[src/verilog/rfs_pkg.sv]
// Shared constants and types for the regulator fault supervisor
package rfs_pkg;
   // Timing
   localparam int unsigned CLK_HZ = 100_000_000;
   localparam int unsigned OV_DELAY_MS = 8;
   localparam int unsigned POR_DELAY_MS = 15;
   localparam int unsigned OV_DELAY_CYC = OV_DELAY_MS * (CLK_HZ / 1000);
   localparam int unsigned POR_DELAY_CYC = POR_DELAY_MS * (CLK_HZ / 1000);
   // Over-current event limits before hiccup
   localparam int unsigned OCP_LOW_LIMIT = 30;
   localparam int unsigned OCP_HIGH_LIMIT = 120;
   localparam int unsigned OCP_CNT_W = 8;
   // Register byte offsets
   localparam logic [11:0] ADDR_CTRL = 12'h000;
   localparam logic [11:0] ADDR_STATUS = 12'h004;
   localparam logic [11:0] ADDR_INT_STATUS = 12'h008;
   localparam logic [11:0] ADDR_INT_MASK = 12'h00C;
   // Control fields
   localparam int unsigned CTRL_REG_EN_BIT = 0;
   localparam int unsigned CTRL_PWM_EN_BIT = 1;
   localparam logic [1:0] CTRL_RESET = 2'h3;
   // Status fields
   localparam int unsigned ST_LATCHED_BIT = 0;
   localparam int unsigned ST_POR_BIT = 1;
   localparam int unsigned ST_POK_BIT = 2;
   localparam int unsigned ST_REGS_BIT = 3;
   localparam int unsigned ST_PWM_BIT = 4;
   localparam int unsigned ST_SHORT_BIT = 5;
   localparam int unsigned ST_OV5_BIT = 6;
   localparam int unsigned ST_LVOV_BIT = 7;
   localparam int unsigned ST_W = 8;
   // Interrupt fields
   localparam int unsigned IRQ_SHORT_BIT = 0;
   localparam int unsigned IRQ_OV5_BIT = 1;
   localparam int unsigned IRQ_LATCH_BIT = 2;
   localparam int unsigned IRQ_HIC_CORE_BIT = 3;
   localparam int unsigned IRQ_HIC_PRE_BIT = 4;
   localparam int unsigned IRQ_POR_FALL_BIT = 5;
   localparam int unsigned IRQ_POK_FALL_BIT = 6;
   localparam int unsigned IRQ_W = 7;
   localparam logic [6:0] IRQ_MASK_RESET = 7'h00;

   // Comparator levels from the analog monitors, all active high
   typedef struct packed {
      logic tracking_short_batt;
      logic five_ov;
      logic tracking_ov;
      logic five_uv;
      logic tracking_uv;
      logic lv_ov;
      logic core_ov;
      logic lv_uv;
      logic core_uv;
      logic core_below_low;
      logic pre_below_low;
      logic core_ocp;
      logic pre_ocp;
      logic pre_ov_high;
      logic diode_missing;
      logic switch_ilim;
   } rfs_faults_t;

   typedef enum logic [1:0] {
      RFS_RUN = 2'b01,
      RFS_LATCHED = 2'b10
   } rfs_state_t;
endpackage : rfs_pkg

[src/verilog/rfs_qual_timer.sv]
// Persistence qualifier: output rises once the input has held for CYCLES clocks
`timescale 1ns/1ps
`default_nettype none
module rfs_qual_timer #(
   parameter int unsigned CYCLES = 16
) (
   // Clock and reset
   input wire logic clk,
   input wire logic rst_n,
   input wire logic ce,
   // Condition
   input wire logic cond,
   output logic done
);
   localparam int unsigned W = $clog2(CYCLES + 1);
   localparam logic [W-1:0] LIMIT = W'(CYCLES);

   initial begin
      if (CYCLES < 1) $error("rfs_qual_timer: CYCLES must be at least 1");
   end

   logic [W-1:0] cnt_q, cnt_d;
   logic done_q, done_d;

   always_comb begin
      cnt_d = cnt_q;
      done_d = done_q;
      if (!cond) begin
         // Any drop restarts the wait, so glitches never qualify
         cnt_d = '0;
         done_d = 1'b0;
      end else if (cnt_q != LIMIT) begin
         cnt_d = cnt_q + W'(1);
         done_d = (cnt_q + W'(1)) == LIMIT;
      end
   end

   always_ff @(posedge clk or negedge rst_n) begin
      if (!rst_n) begin
         cnt_q <= '0;
         done_q <= 1'b0;
      end else if (ce) begin
         cnt_q <= cnt_d;
         done_q <= done_d;
      end
   end

   assign done = done_q;
endmodule : rfs_qual_timer
`default_nettype wire

[src/verilog/rfs_ocp_counter.sv]
// Over-current event counter with a level-dependent hiccup limit
`timescale 1ns/1ps
`default_nettype none
module rfs_ocp_counter #(
   parameter int unsigned W = rfs_pkg::OCP_CNT_W,
   parameter int unsigned LOW_LIMIT = rfs_pkg::OCP_LOW_LIMIT,
   parameter int unsigned HIGH_LIMIT = rfs_pkg::OCP_HIGH_LIMIT
) (
   // Clock and reset
   input wire logic clk,
   input wire logic rst_n,
   input wire logic ce,
   // Monitor inputs
   input wire logic ocp,
   input wire logic below_low,
   input wire logic clear,
   // Result
   output logic hiccup
);
   localparam logic [W-1:0] LO = W'(LOW_LIMIT);
   localparam logic [W-1:0] HI = W'(HIGH_LIMIT);

   initial begin
      if (LOW_LIMIT < 1 || HIGH_LIMIT < LOW_LIMIT || HIGH_LIMIT >= (1 << W))
         $error("rfs_ocp_counter: limits do not fit the counter");
   end

   logic [W-1:0] cnt_q, cnt_d;
   logic prev_q, prev_d;
   logic hic_q, hic_d;
   logic [W-1:0] limit;

   always_comb begin
      limit = below_low ? LO : HI;
      prev_d = ocp;
      cnt_d = cnt_q;
      hic_d = 1'b0;
      if (clear) begin
         cnt_d = '0;
      end else if (ocp && !prev_q) begin
         if (cnt_q + W'(1) >= limit) begin
            cnt_d = '0;
            hic_d = 1'b1;
         end else begin
            cnt_d = cnt_q + W'(1);
         end
      end
   end

   always_ff @(posedge clk or negedge rst_n) begin
      if (!rst_n) begin
         cnt_q <= '0;
         prev_q <= 1'b0;
         hic_q <= 1'b0;
      end else if (ce) begin
         cnt_q <= cnt_d;
         prev_q <= prev_d;
         hic_q <= hic_d;
      end
   end

   assign hiccup = hic_q;
endmodule : rfs_ocp_counter
`default_nettype wire

[src/verilog/rfs_supervisor.sv]
// Top of the regulator fault supervisor with its APB register file
//
// Added by the designer: the APB register port and the register addresses.
`timescale 1ns/1ps
`default_nettype none
// What this block does
// - A tracking rail shorted to battery pulls power good low at once and, after the over-voltage delay, also pulls reset low and stops all regulators, unlatched.
// - A five-volt over-voltage held past the delay pulls power good low, leaves reset alone and latches nothing.
// - A low-volt or core over-voltage held past the delay pulls reset low, stops all regulators and latches.
// - A five-volt under-voltage pulls power good low only, unlatched.
// - A low-volt or core under-voltage pulls reset low only, unlatched.
// - Below the low output level, hiccup follows 30 counted over-current events.
// - Above the low output level, hiccup follows 120 counted over-current events.
// - A pre-regulator upper over-voltage stops switching of the switch node without reset or latch.
// - One detection of a missing catch diode raises the latched master fault reset.
// - A switch current above the limit raises the latched master fault reset.
// - A latched fault clears only when the enables or the supply are cycled.
// - The over-voltage qualification delay is 8 ms.
// - Reset releases 15 ms after both the core and low-volt rails are above under-voltage and the regulators are on.
module rfs_supervisor #(
   parameter int unsigned OV_DELAY_CYC = rfs_pkg::OV_DELAY_CYC,
   parameter int unsigned POR_DELAY_CYC = rfs_pkg::POR_DELAY_CYC
) (
   // Clock, reset, enable
   input wire logic pclk,
   input wire logic presetn,
   input wire logic ce,
   // APB slave
   input wire logic [11:0] paddr,
   input wire logic psel,
   input wire logic penable,
   input wire logic pwrite,
   input wire logic [31:0] pwdata,
   input wire logic [3:0] pstrb,
   output logic [31:0] prdata,
   output logic pready,
   output logic pslverr,
   // Monitors and enables
   input wire rfs_pkg::rfs_faults_t faults,
   input wire logic enable_any,
   input wire logic supply_good,
   // Open-drain outputs
   output logic power_on_reset_n_o,
   output logic power_on_reset_n_oe,
   output logic five_volt_power_good_o,
   output logic five_volt_power_good_oe,
   // Regulator control
   output logic regulators_on,
   output logic pre_reg_pwm_enable,
   output logic master_fault_reset,
   output logic core_hiccup,
   output logic pre_reg_hiccup,
   // Interrupt
   output logic irq
);
   initial begin
      if (OV_DELAY_CYC < 1 || POR_DELAY_CYC < 1) $error("rfs_supervisor: delays must be >= 1");
   end

   ////////////////////////////////////////////////////////////////////////////////
   // Qualification timers

   logic short_q, ov5_q, lvov_q, rails_up_q;
   logic rails_above_uv;

   assign rails_above_uv = !faults.lv_uv && !faults.core_uv;

   rfs_qual_timer #(.CYCLES(OV_DELAY_CYC)) u_short_tmr (
      .clk(pclk), .rst_n(presetn), .ce(ce),
      .cond(faults.tracking_short_batt), .done(short_q)
   );
   rfs_qual_timer #(.CYCLES(OV_DELAY_CYC)) u_ov5_tmr (
      .clk(pclk), .rst_n(presetn), .ce(ce),
      .cond(faults.five_ov || faults.tracking_ov), .done(ov5_q)
   );
   rfs_qual_timer #(.CYCLES(OV_DELAY_CYC)) u_lvov_tmr (
      .clk(pclk), .rst_n(presetn), .ce(ce),
      .cond(faults.lv_ov || faults.core_ov), .done(lvov_q)
   );
   // Release waits on rails that are not held off by a shutdown
   rfs_qual_timer #(.CYCLES(POR_DELAY_CYC)) u_por_tmr (
      .clk(pclk), .rst_n(presetn), .ce(ce),
      .cond(rails_above_uv && regulators_on), .done(rails_up_q)
   );

   ////////////////////////////////////////////////////////////////////////////////
   // Hiccup counters

   logic core_hic, pre_hic;

   rfs_ocp_counter u_core_ocp (
      .clk(pclk), .rst_n(presetn), .ce(ce),
      .ocp(faults.core_ocp), .below_low(faults.core_below_low),
      .clear(!regulators_on), .hiccup(core_hic)
   );
   rfs_ocp_counter u_pre_ocp (
      .clk(pclk), .rst_n(presetn), .ce(ce),
      .ocp(faults.pre_ocp), .below_low(faults.pre_below_low),
      .clear(!regulators_on), .hiccup(pre_hic)
   );

   assign core_hiccup = core_hic;
   assign pre_reg_hiccup = pre_hic;

   ////////////////////////////////////////////////////////////////////////////////
   // Fault state and outputs

   rfs_pkg::rfs_state_t st_q, st_d;
   logic por_q, por_d, pok_q, pok_d, regs_q, regs_d, pwm_q, pwm_d;
   logic latch_set, restart;
   logic [1:0] ctrl_q, ctrl_d;

   always_comb begin
      latch_set = lvov_q || faults.diode_missing || faults.switch_ilim;
      restart = !enable_any || !supply_good;
      st_d = st_q;
      case (st_q)
         rfs_pkg::RFS_RUN: begin
            if (latch_set) st_d = rfs_pkg::RFS_LATCHED;
         end
         rfs_pkg::RFS_LATCHED: begin
            // Set wins: a cycle with the cause still present keeps the latch
            if (restart && !latch_set) st_d = rfs_pkg::RFS_RUN;
         end
         default: st_d = rfs_pkg::RFS_LATCHED;
      endcase
      regs_d = (st_d == rfs_pkg::RFS_RUN) && !short_q && enable_any
               && ctrl_q[rfs_pkg::CTRL_REG_EN_BIT];
      pwm_d = regs_d && !faults.pre_ov_high && ctrl_q[rfs_pkg::CTRL_PWM_EN_BIT];
      // Reset: rails up for the full delay, no low-side fault
      por_d = rails_up_q && rails_above_uv && !short_q && !lvov_q
              && (st_d == rfs_pkg::RFS_RUN);
      // Power good: drop at once on short or under-voltage
      pok_d = !faults.tracking_short_batt && !faults.five_uv && !faults.tracking_uv
              && !ov5_q && (st_d == rfs_pkg::RFS_RUN);
   end

   always_ff @(posedge pclk or negedge presetn) begin
      if (!presetn) begin
         st_q <= rfs_pkg::RFS_RUN;
         por_q <= 1'b0;
         pok_q <= 1'b0;
         regs_q <= 1'b0;
         pwm_q <= 1'b0;
      end else if (ce) begin
         st_q <= st_d;
         por_q <= por_d;
         pok_q <= pok_d;
         regs_q <= regs_d;
         pwm_q <= pwm_d;
      end
   end

   assign regulators_on = regs_q;
   assign pre_reg_pwm_enable = pwm_q;
   assign master_fault_reset = (st_q == rfs_pkg::RFS_LATCHED);
   // Open drain: pin data is low, enable pulls it
   assign power_on_reset_n_o = 1'b0;
   assign power_on_reset_n_oe = !por_q;
   assign five_volt_power_good_o = 1'b0;
   assign five_volt_power_good_oe = !pok_q;

   ////////////////////////////////////////////////////////////////////////////////
   // Register file and interrupts

   logic [rfs_pkg::IRQ_W-1:0] ist_q, ist_d, imask_q, imask_d, ev;
   logic [31:0] rdata_q, rdata_d;
   logic [rfs_pkg::ST_W-1:0] status;
   logic prev_por_q, prev_pok_q, prev_lat_q, prev_short_q, prev_ov5_q;
   logic setup, wr_en, addr_ok;

   always_comb begin
      status = '0;
      status[rfs_pkg::ST_LATCHED_BIT] = master_fault_reset;
      status[rfs_pkg::ST_POR_BIT] = por_q;
      status[rfs_pkg::ST_POK_BIT] = pok_q;
      status[rfs_pkg::ST_REGS_BIT] = regs_q;
      status[rfs_pkg::ST_PWM_BIT] = pwm_q;
      status[rfs_pkg::ST_SHORT_BIT] = short_q;
      status[rfs_pkg::ST_OV5_BIT] = ov5_q;
      status[rfs_pkg::ST_LVOV_BIT] = lvov_q;
      ev = '0;
      ev[rfs_pkg::IRQ_SHORT_BIT] = short_q && !prev_short_q;
      ev[rfs_pkg::IRQ_OV5_BIT] = ov5_q && !prev_ov5_q;
      ev[rfs_pkg::IRQ_LATCH_BIT] = master_fault_reset && !prev_lat_q;
      ev[rfs_pkg::IRQ_HIC_CORE_BIT] = core_hic;
      ev[rfs_pkg::IRQ_HIC_PRE_BIT] = pre_hic;
      ev[rfs_pkg::IRQ_POR_FALL_BIT] = prev_por_q && !por_q;
      ev[rfs_pkg::IRQ_POK_FALL_BIT] = prev_pok_q && !pok_q;
      addr_ok = (paddr == rfs_pkg::ADDR_CTRL) || (paddr == rfs_pkg::ADDR_STATUS)
                || (paddr == rfs_pkg::ADDR_INT_STATUS) || (paddr == rfs_pkg::ADDR_INT_MASK);
      setup = psel && !penable;
      wr_en = psel && penable && pwrite && addr_ok && pstrb[0];
      ctrl_d = ctrl_q;
      imask_d = imask_q;
      ist_d = ist_q;
      if (wr_en && paddr == rfs_pkg::ADDR_CTRL) ctrl_d = pwdata[1:0];
      if (wr_en && paddr == rfs_pkg::ADDR_INT_MASK) imask_d = pwdata[rfs_pkg::IRQ_W-1:0];
      if (wr_en && paddr == rfs_pkg::ADDR_INT_STATUS) ist_d = ist_q & ~pwdata[rfs_pkg::IRQ_W-1:0];
      // New events win over a same-cycle clear
      ist_d = ist_d | ev;
      rdata_d = rdata_q;
      if (setup) begin
         case (paddr)
            rfs_pkg::ADDR_CTRL: rdata_d = {30'h0, ctrl_q};
            rfs_pkg::ADDR_STATUS: rdata_d = {24'h0, status};
            rfs_pkg::ADDR_INT_STATUS: rdata_d = {25'h0, ist_q};
            rfs_pkg::ADDR_INT_MASK: rdata_d = {25'h0, imask_q};
            default: rdata_d = 32'h0000_0000;
         endcase
      end
   end

   always_ff @(posedge pclk or negedge presetn) begin
      if (!presetn) begin
         ctrl_q <= rfs_pkg::CTRL_RESET;
         imask_q <= rfs_pkg::IRQ_MASK_RESET;
         ist_q <= '0;
         rdata_q <= 32'h0000_0000;
         prev_por_q <= 1'b0;
         prev_pok_q <= 1'b0;
         prev_lat_q <= 1'b0;
         prev_short_q <= 1'b0;
         prev_ov5_q <= 1'b0;
      end else if (ce) begin
         ctrl_q <= ctrl_d;
         imask_q <= imask_d;
         ist_q <= ist_d;
         rdata_q <= rdata_d;
         prev_por_q <= por_q;
         prev_pok_q <= pok_q;
         prev_lat_q <= master_fault_reset;
         prev_short_q <= short_q;
         prev_ov5_q <= ov5_q;
      end
   end

   // Zero wait states; a frozen clock enable does not stall the bus
   assign pready = 1'b1;
   assign pslverr = psel && penable && !addr_ok;
   assign prdata = rdata_q;
   assign irq = |(ist_q & imask_q);
endmodule : rfs_supervisor
`default_nettype wire

[config.mk]
export PLATFORM = sky130hd
export DESIGN_NAME = rfs_supervisor
export DESIGN_NICKNAME = d
export VERILOG_FILES = /design/src/verilog/rfs_pkg.sv /design/src/verilog/rfs_qual_timer.sv /design/src/verilog/rfs_ocp_counter.sv /design/src/verilog/rfs_supervisor.sv
export SDC_FILE = /design/constraint.sdc
export NUM_CORES = 1
export LEC_CHECK = 0
export ABC_AREA = 1
export CAP_MARGIN = 15
export CORE_MARGIN = 2
export CORE_UTILIZATION = 50
export CTS_BUF_LIST = sky130_fd_sc_hd__clkbuf_8
export DETAILED_ROUTE_END_ITERATION = 12
export DONT_BUFFER_PORTS = 1
export PLACE_DENSITY = 0.74
export SYNTH_ARGS = -nofsm -noshare
export SYNTH_HDL_FRONTEND = slang
export SYNTH_SLANG_ARGS = --single-unit
[constraint.sdc]
create_clock -name pclk -period 4 [get_ports pclk]
set_input_delay 0.2 -clock pclk [delete_from_list [all_inputs] [get_ports pclk]]
set_output_delay 0.2 -clock pclk [all_outputs]
set_load 0.02 [all_outputs]
==> Word-level counts from Yosys, hierarchy flattened <==
Cells that the tools add are included.
{ "classes": {"addsub": 6, "n_lt_le_gt_ge": 2, "eq_ne": 20, "mux": 35, "bitwise": 4, "reduce_logical": 72} }
{ "ops": {"columns": ["operator", "n"], "rows": [
  ["20-bit 2-to-1 mux", 6],
  ["20-bit by 1-bit adder with 20-bit output, second input constant", 3],
  ["20-bit equality test, second input constant", 3],
  ["20-bit != test, second input constant", 3],
  ["8-bit 2-to-1 mux", 6],
  ["21-bit 2-to-1 mux", 2],
  ["1-bit logical AND", 32],
  ["8-bit case mux with 4 select lines", 1],
  ["12-bit by 4-bit equality test with 1-bit output, second input constant", 2],
  ["21-bit by 1-bit adder with 21-bit output, second input constant", 1],
  ["21-bit equality test, second input constant", 1],
  ["1-bit zero test", 21],
  ["7-bit 2-to-1 mux", 3],
  ["21-bit != test, second input constant", 1],
  ["2-bit AND reduction", 9],
  ["8-bit by 1-bit adder with 8-bit output, second input constant", 2],
  ["8-bit greater-or-equal comparator", 2],
  ["7-bit AND", 2],
  ["1-bit 2-to-1 mux", 14],
  ["12-bit by 3-bit equality test with 1-bit output, second input constant", 1],
  ["12-bit zero test", 1],
  ["1-bit logical OR", 8],
  ["7-bit inverter", 1],
  ["7-bit OR", 1],
  ["other kinds (7)", 13]
]} }
{ "word_totals": {"register_bits": 164, "input_bits": 72, "out_inout_bits": 44, "elab_cells": 167} }

==> Depth between registers and ports, before layout <==
{ "logic_depth": {"ltp_word": 12, "depth_mapped": 13, "depth_no_buf": 13} }

==> By module <==
A second synthesis with hierarchy kept.
{ "hier_totals": {"cells_unflattened": 1392, "hier_area_um2": 9425.3} }
{ "modules_own_cells": {"columns": ["mod", "n_inst", "cells_per_inst", "area_per_inst_um2", "seq_area_each_um2"], "rows": [
  ["rfs_qual_timer (u_lvov_tmr ...)", 3, 225, 1458.9, 525.5],
  ["rfs_supervisor", 1, 262, 2067.0, 879.6],
  ["rfs_ocp_counter", 2, 117, 753.2, 250.2],
  ["rfs_qual_timer (u_por_tmr)", 1, 221, 1475.2, 550.5]
]} }

==> Worst setup path after synthesis <==
OpenSTA, ideal clock, no wires.
{ "synth_path": {"path_kind": "register -> register", "start": "register u_core_ocp.cnt_q[0]", "end": "register u_core_ocp.hic_q, in the netlist u_core_ocp.hiccup", "setup_time_ps": 133, "arrival_ps": 1828, "required_ps": 3867, "setup_slack_ps": 2039, "path_stages_with_launch": 12, "n_path_buf": 0, "period_less_slack_ps": 1961, "path_cell_list": "dfrtp_1 > ha_1 > nand3_1 > nand3b_1 > xor2_1 > inv_1 > ha_1 > a21oi_1 > a21boi_1 > nand2_1 > nand2_1 > o21ai_0"} }
{ "synth_via": {"elab_chain_cells": 5} }
{ "synth_lines": {"columns": ["element", "line", "text"], "rows": [
  ["start: declaration", "rfs_ocp_counter.sv:28", "logic [W-1:0] cnt_q, cnt_d;"],
  ["start signal: assignment", "rfs_ocp_counter.sv:56", "cnt_q <= cnt_d;"],
  ["8-bit by 1-bit adder with 8-bit output", "rfs_ocp_counter.sv:41", "if (cnt_q + W'(1) >= limit) begin"],
  ["8-bit greater-or-equal comparator", "rfs_ocp_counter.sv:41", null],
  ["1-bit 2-to-1 mux", "rfs_ocp_counter.sv:41", null],
  ["1-bit 2-to-1 mux", "rfs_ocp_counter.sv:40", "end else if (ocp && !prev_q) begin"],
  ["1-bit 2-to-1 mux", "rfs_ocp_counter.sv:38", "if (clear) begin"],
  ["end signal: assignment", "rfs_ocp_counter.sv:58", "hic_q <= hic_d;"],
  ["end: declaration", "rfs_ocp_counter.sv:30", "logic hic_q, hic_d;"]
]} }
No other way between the ends.
A chain may end at the register's enable or synchronous reset.

==> Worst setup path after layout <==
{ "layout_path": {"start": "register st_q[0]", "end": "register pwm_q, in the netlist pre_reg_pwm_enable"} }
{ "layout_via": {"elab_chain_cells": 8, "word_cells_on_any_way": 11, "cone_classes": "eq/ne (3); mux (3); reduce/logical (5)"} }
{ "layout_lines": {"columns": ["element", "line", "text"], "rows": [
  ["start: declaration", "rfs_supervisor.sv:108", "rfs_pkg::rfs_state_t st_q, st_d;"],
  ["start signal: assignment", "rfs_supervisor.sv:140", "st_q <= rfs_pkg::RFS_RUN;"],
  ["start signal: assignment", "rfs_supervisor.sv:146", "st_q <= st_d;"],
  ["2-bit equality test", null, null],
  ["via master_fault_reset", "rfs_supervisor.sv:50", "output logic master_fault_reset,"],
  ["2-bit case mux with 2 select lines", "rfs_supervisor.sv:117", "case (st_q)"],
  ["2-bit by 1-bit equality test with 1-bit output", "rfs_supervisor.sv:127", "regs_d = (st_d == rfs_pkg::RFS_RUN) && !short_q && enable_any"],
  ["1-bit logical AND (2 in series)", "rfs_supervisor.sv:127", null],
  ["1-bit logical AND", "rfs_supervisor.sv:128", "&& ctrl_q[rfs_pkg::CTRL_REG_EN_BIT];"],
  ["1-bit logical AND (2 in series)", "rfs_supervisor.sv:129", "pwm_d = regs_d && !faults.pre_ov_high && ctrl_q[rfs_pkg::CTRL_PWM_EN_BIT];"],
  ["end signal: assignment", "rfs_supervisor.sv:150", "pwm_q <= pwm_d;"],
  ["end: declaration", "rfs_supervisor.sv:109", "logic por_q, por_d, pok_q, pok_d, regs_q, regs_d, pwm_q, pwm_d;"]
]} }
The timed path passes the listed nets, and every way through them passes these cells.

==> summary.md <==
| Metric | Value |
|---|---|
| Status | complete, no violations |
| Worst Clk Skew | 0.0109 ns |
| Inserted Clock Buffers | 17 |
| Number of global-route vias before repair | between 7000 and 8000 |
| Leading area contributor after synthesis | dfrtp_1 |
| Clock sink count | 140 |
| Top cells by area, synth | dfrtp_1 38%, nand2_1 14%, inv_1 5.7% |
| Die Area | between 15000 and 20000 um^2 |
| Unrepaired setup endpoints after global routing | false |
| Post-cts sizing count | 0 |
| Initial DRC Count | roughly 700 |
| Nets | approximately 1400 |
| Post-DR vias/cell | ~5.4 |
| Hold crit path type | in2reg |
| Crit path DAT | roughly 2.8 ns |
| Post-synth top flop | dfrtp_1 |
| Fin. max-slew vios | 0 |
| Crit Path Class | reg2reg |
| Setup WS post-layout | about 1.6 ns |
| Skew-Pair Late Insertion Delay | roughly 0.47 ns |
| Worst Setup Start Kind | register |
| Largest net degree at the start of global routing | between 100 and 150 |
| Root buffer cell | clkbuf_8 |
| H-tree Lvls | 4 |
| Top cell type's share of synthesized area | between 30% and 40% |
| Share of cells above drive strength 1 | around a tenth |
| Initial antenna violation count | 0 |
| Post-DP HPWL | between 15 and 20 mm |
| Internal reg-to-reg setup slack | 1.59 ns |
| Clk slew on worst S/H paths | approximately 0.080 ns |
| GRT Util Overall | around a quarter |
| WHS Endpoint | por_q |
| Lkg Pwr | around 4.3 nW |
| Longest Clk Path Bufs | 2 |
| Die H | approximately 140 um |
| Most common cell on crit path | nand3_1 |
| Vias | between 8000 and 9000 |
| CTS tree | yes |
| First-pass GRT wire length | around 37 mm |
| R2r startpoint | st_q[0] |
| Core Area | around 18000 um^2 |
| Synth unique cells | 48 |
| DRC viols | 0 |
| Grt ovf | 0 |
| Die Wd | about 140 um |
| Average wire per standard cell | 14.4 um |
| Cell with the most instances after synthesis | nand2_1 |
| Crit path time final | 2.41 ns |
| Dpl ws | approximately 1.8 ns |
| Mapped cell area | slightly above 9000 um^2 |
| P&R area growth vs syn | 7.23% |
| Max incr delay on CP | between 0.5 and 0.6 ns |
| Critical-path cell list | inv_1 -> ha_1 -> nand3_1 -> nand3_1 -> nor2_1 -> nand3_1 -> o22ai_1 -> dlygate4sd3_1 |
| Async set-or-reset flop fraction in the synthesized netlist | between 90% and 100% |
| Seq/Total Area, Yosys | 38.7% |
| Gate Count Post-Synth | about 1200 |
| Max VDD drop | 213 uV |
| Worst-Margin Slew | about 0.7 ns |
| Initial Util | about 51% |
| Relative slew margins | between 50% and 60% |
| MaxCap Viol Count | 0 |
| Most frequent cells after synthesis | 348 x nand2_1, 137 x dfrtp_1, 137 x inv_1, 118 x nor2_1, 94 x nand3_1 |
| Post-Route Setup TNS | 0 ns |
| Row Count | 49 |
| Synth Warn # | 0 |
| Hold Startpoint | ce |
| N_diodes | 0 |
| #FFs+latches synth | 140 |
| Routed WL | around 22 mm |
| Final Hold Vio Count | 0 |
| Fmax achieved | about 0.41 GHz |
| IO Count | around 120 |
| Average cell area after synthesis | around 7.3 um^2 |
| Worst hold stages | 2 |
| Placer Congestion | between 0.8 and 0.9 |
| Ratio of final minimum period to clock period | 60.3% |
| Critical R2R Capture | pre_reg_pwm_enable |
| Filler Cell Count | approximately 1700 |
| Crit Path Max Fanout | 4 |
| Buffers on Ports | 0 |
| Post-route cell area | just under 10000 um^2 |
| Worst path required time | 4.41 ns |
| Area post-placement | a little over 9000 um^2 |
| PwrDens | 298 nW/um^2 |
| Slowest cell on crit path | dfstp_2 |
| Setup crit end kind | register |
| Final setup vio count | 0 |
| EDFF count, synth | 0 |
| Final ANT Viol Nets | 0 |
| Worst R2R Path Depth | 8 |
| DRT Pass-1 Iters | 5 |
| Post-CTS Setup Repair Bufs | 0 |
## cells by family after synthesis
kind of cell             after synthesis  synth area share [%]
AND/OR/NAND/NOR                      680                  34.5
buffers and inverters                197                  9.75
AO/OA/AOI/OAI                        167                  11.2
flip-flops                           140                  38.7
XOR/XNOR                              31                  3.08
adder cells (fa/ha/maj)               20                  2.76
other                                  2                0.0828
## worst max-delay path, delay by kind of cell, from the launching register on
kind | cells | cell delay, ns
and+or+nand+nor | 4 | 0.71
AOI/OAI and AO/OA | 1 | 0.12
adders and majority gates | 1 | 0.35
DFF | 1 | 0.56
buffers and inverters | 2 | 0.62
## worst max path at each step
stage	startpoint	endpoint	slack (ns)	cells after the start
after global routing	st_q[0]	pre_reg_pwm_enable	1.40	9
after floorplan	u_core_ocp.cnt_q[0]	u_core_ocp.hiccup	2.04	11
final	st_q[0]	pre_reg_pwm_enable	1.59	8
after detailed placement	u_pre_ocp.cnt_q[0]	u_pre_ocp.cnt_q[1]	1.81	10
after global placement	u_pre_ocp.cnt_q[0]	u_pre_ocp.cnt_q[1]	1.85	10
after CTS	st_q[0]	pre_reg_pwm_enable	1.54	8
## registers in the layout, summed over array words and instances (netlist names), 2 cells and up
name               cells
st_q                   2
imask_q                7
ist_q                  7
u_pre_ocp.cnt_q        8
u_ov5_tmr.cnt_q       20
ctrl_q                 2
prdata                 8
u_lvov_tmr.cnt_q      20
u_por_tmr.cnt_q       21
u_short_tmr.cnt_q     20
u_core_ocp.cnt_q       8
## metal layers
metal / vias to the layer above / wire (um) / share of wire, % / GRT usage [%]
met1: 3746 / 9840 / 46 / 32.4
met5: - / 0 / 0 / 0
met3: 46 / 1160 / 5.4 / 4.45
met2: 241 / 10000 / 46 / 36.4
li1: 4030 / - / - / -
met4: 0 / 571 / 2.6 / 9.84
## per-stage QoR
step / power [mW] / hold WS, ns / util [%] / std cells
global placement: 1.80 / -0.0877 / 51.1 / 1449
finish: 2.89 / 0.0279 / 54.3 / 1500
CTS: 2.92 / 0.0142 / 54.3 / 1500
detailed placement: 1.81 / -0.0870 / 51.1 / 1449
global route: 3.03 / 0.0309 / 54.3 / 1500
floorplan: 1.77 / -0.0956 / - / 1262
## layout make-up
class	instances	area (um^2)	area share, %
clock buffers	19	262	2.69
inverters	154	581	5.97
repair buffers	20	225	2.32
multi-input cells	925	4770	49.1
well taps	229	287	2.95
flip-flops and latches	140	3510	36.1
clock inverters	13	92.6	0.952
## where the power goes
group | leakage [nW] | switching, mW | total (mW) | internal (mW)
registers | 1.86 | 0.0506 | 1.51 | 1.46
clock network | 0.170 | 0.602 | 1.06 | 0.461
logic | 2.24 | 0.227 | 0.323 | 0.0959
## timing repair
| item | CTS | global route |
|---|---|---|
| hold buffers | 19 | 0 |
| endpoints found under the hold margin | 179 | 0 |
| endpoints found under the setup margin | 0 | 0 |
## layout by cell type (no fill, tap or decap), types with 2 or more instances in the layout
master           n
conb_1          27
dlygate4sd3_1   17
a21o_1           3
nor3_1          13
nor2_1         118
nand2_1        348
nand3_1         94
o221ai_1         3
nand4_1         35
a21boi_1         2
nor2_4          16
clkinv_4         2
nor4_2           2
nor4_1           4
dfstp_2          3
or2_2            7
clkinv_2         4
dfrtp_1        137
nand3b_4         2
o22ai_1         35
nor2_2          13
inv_1          137
o22ai_2          8
o21ai_1         30
o21ai_0         57
nand3b_1         5
inv_2           15
clkbuf_8        19
inv_6            2
a21oi_1         17
nand2_2         14
ha_1            20
nand3_2          5
o21ai_2          6
clkinvlp_4       5
xor2_1          30
Note: power is estimated with default switching activity, not from simulation.
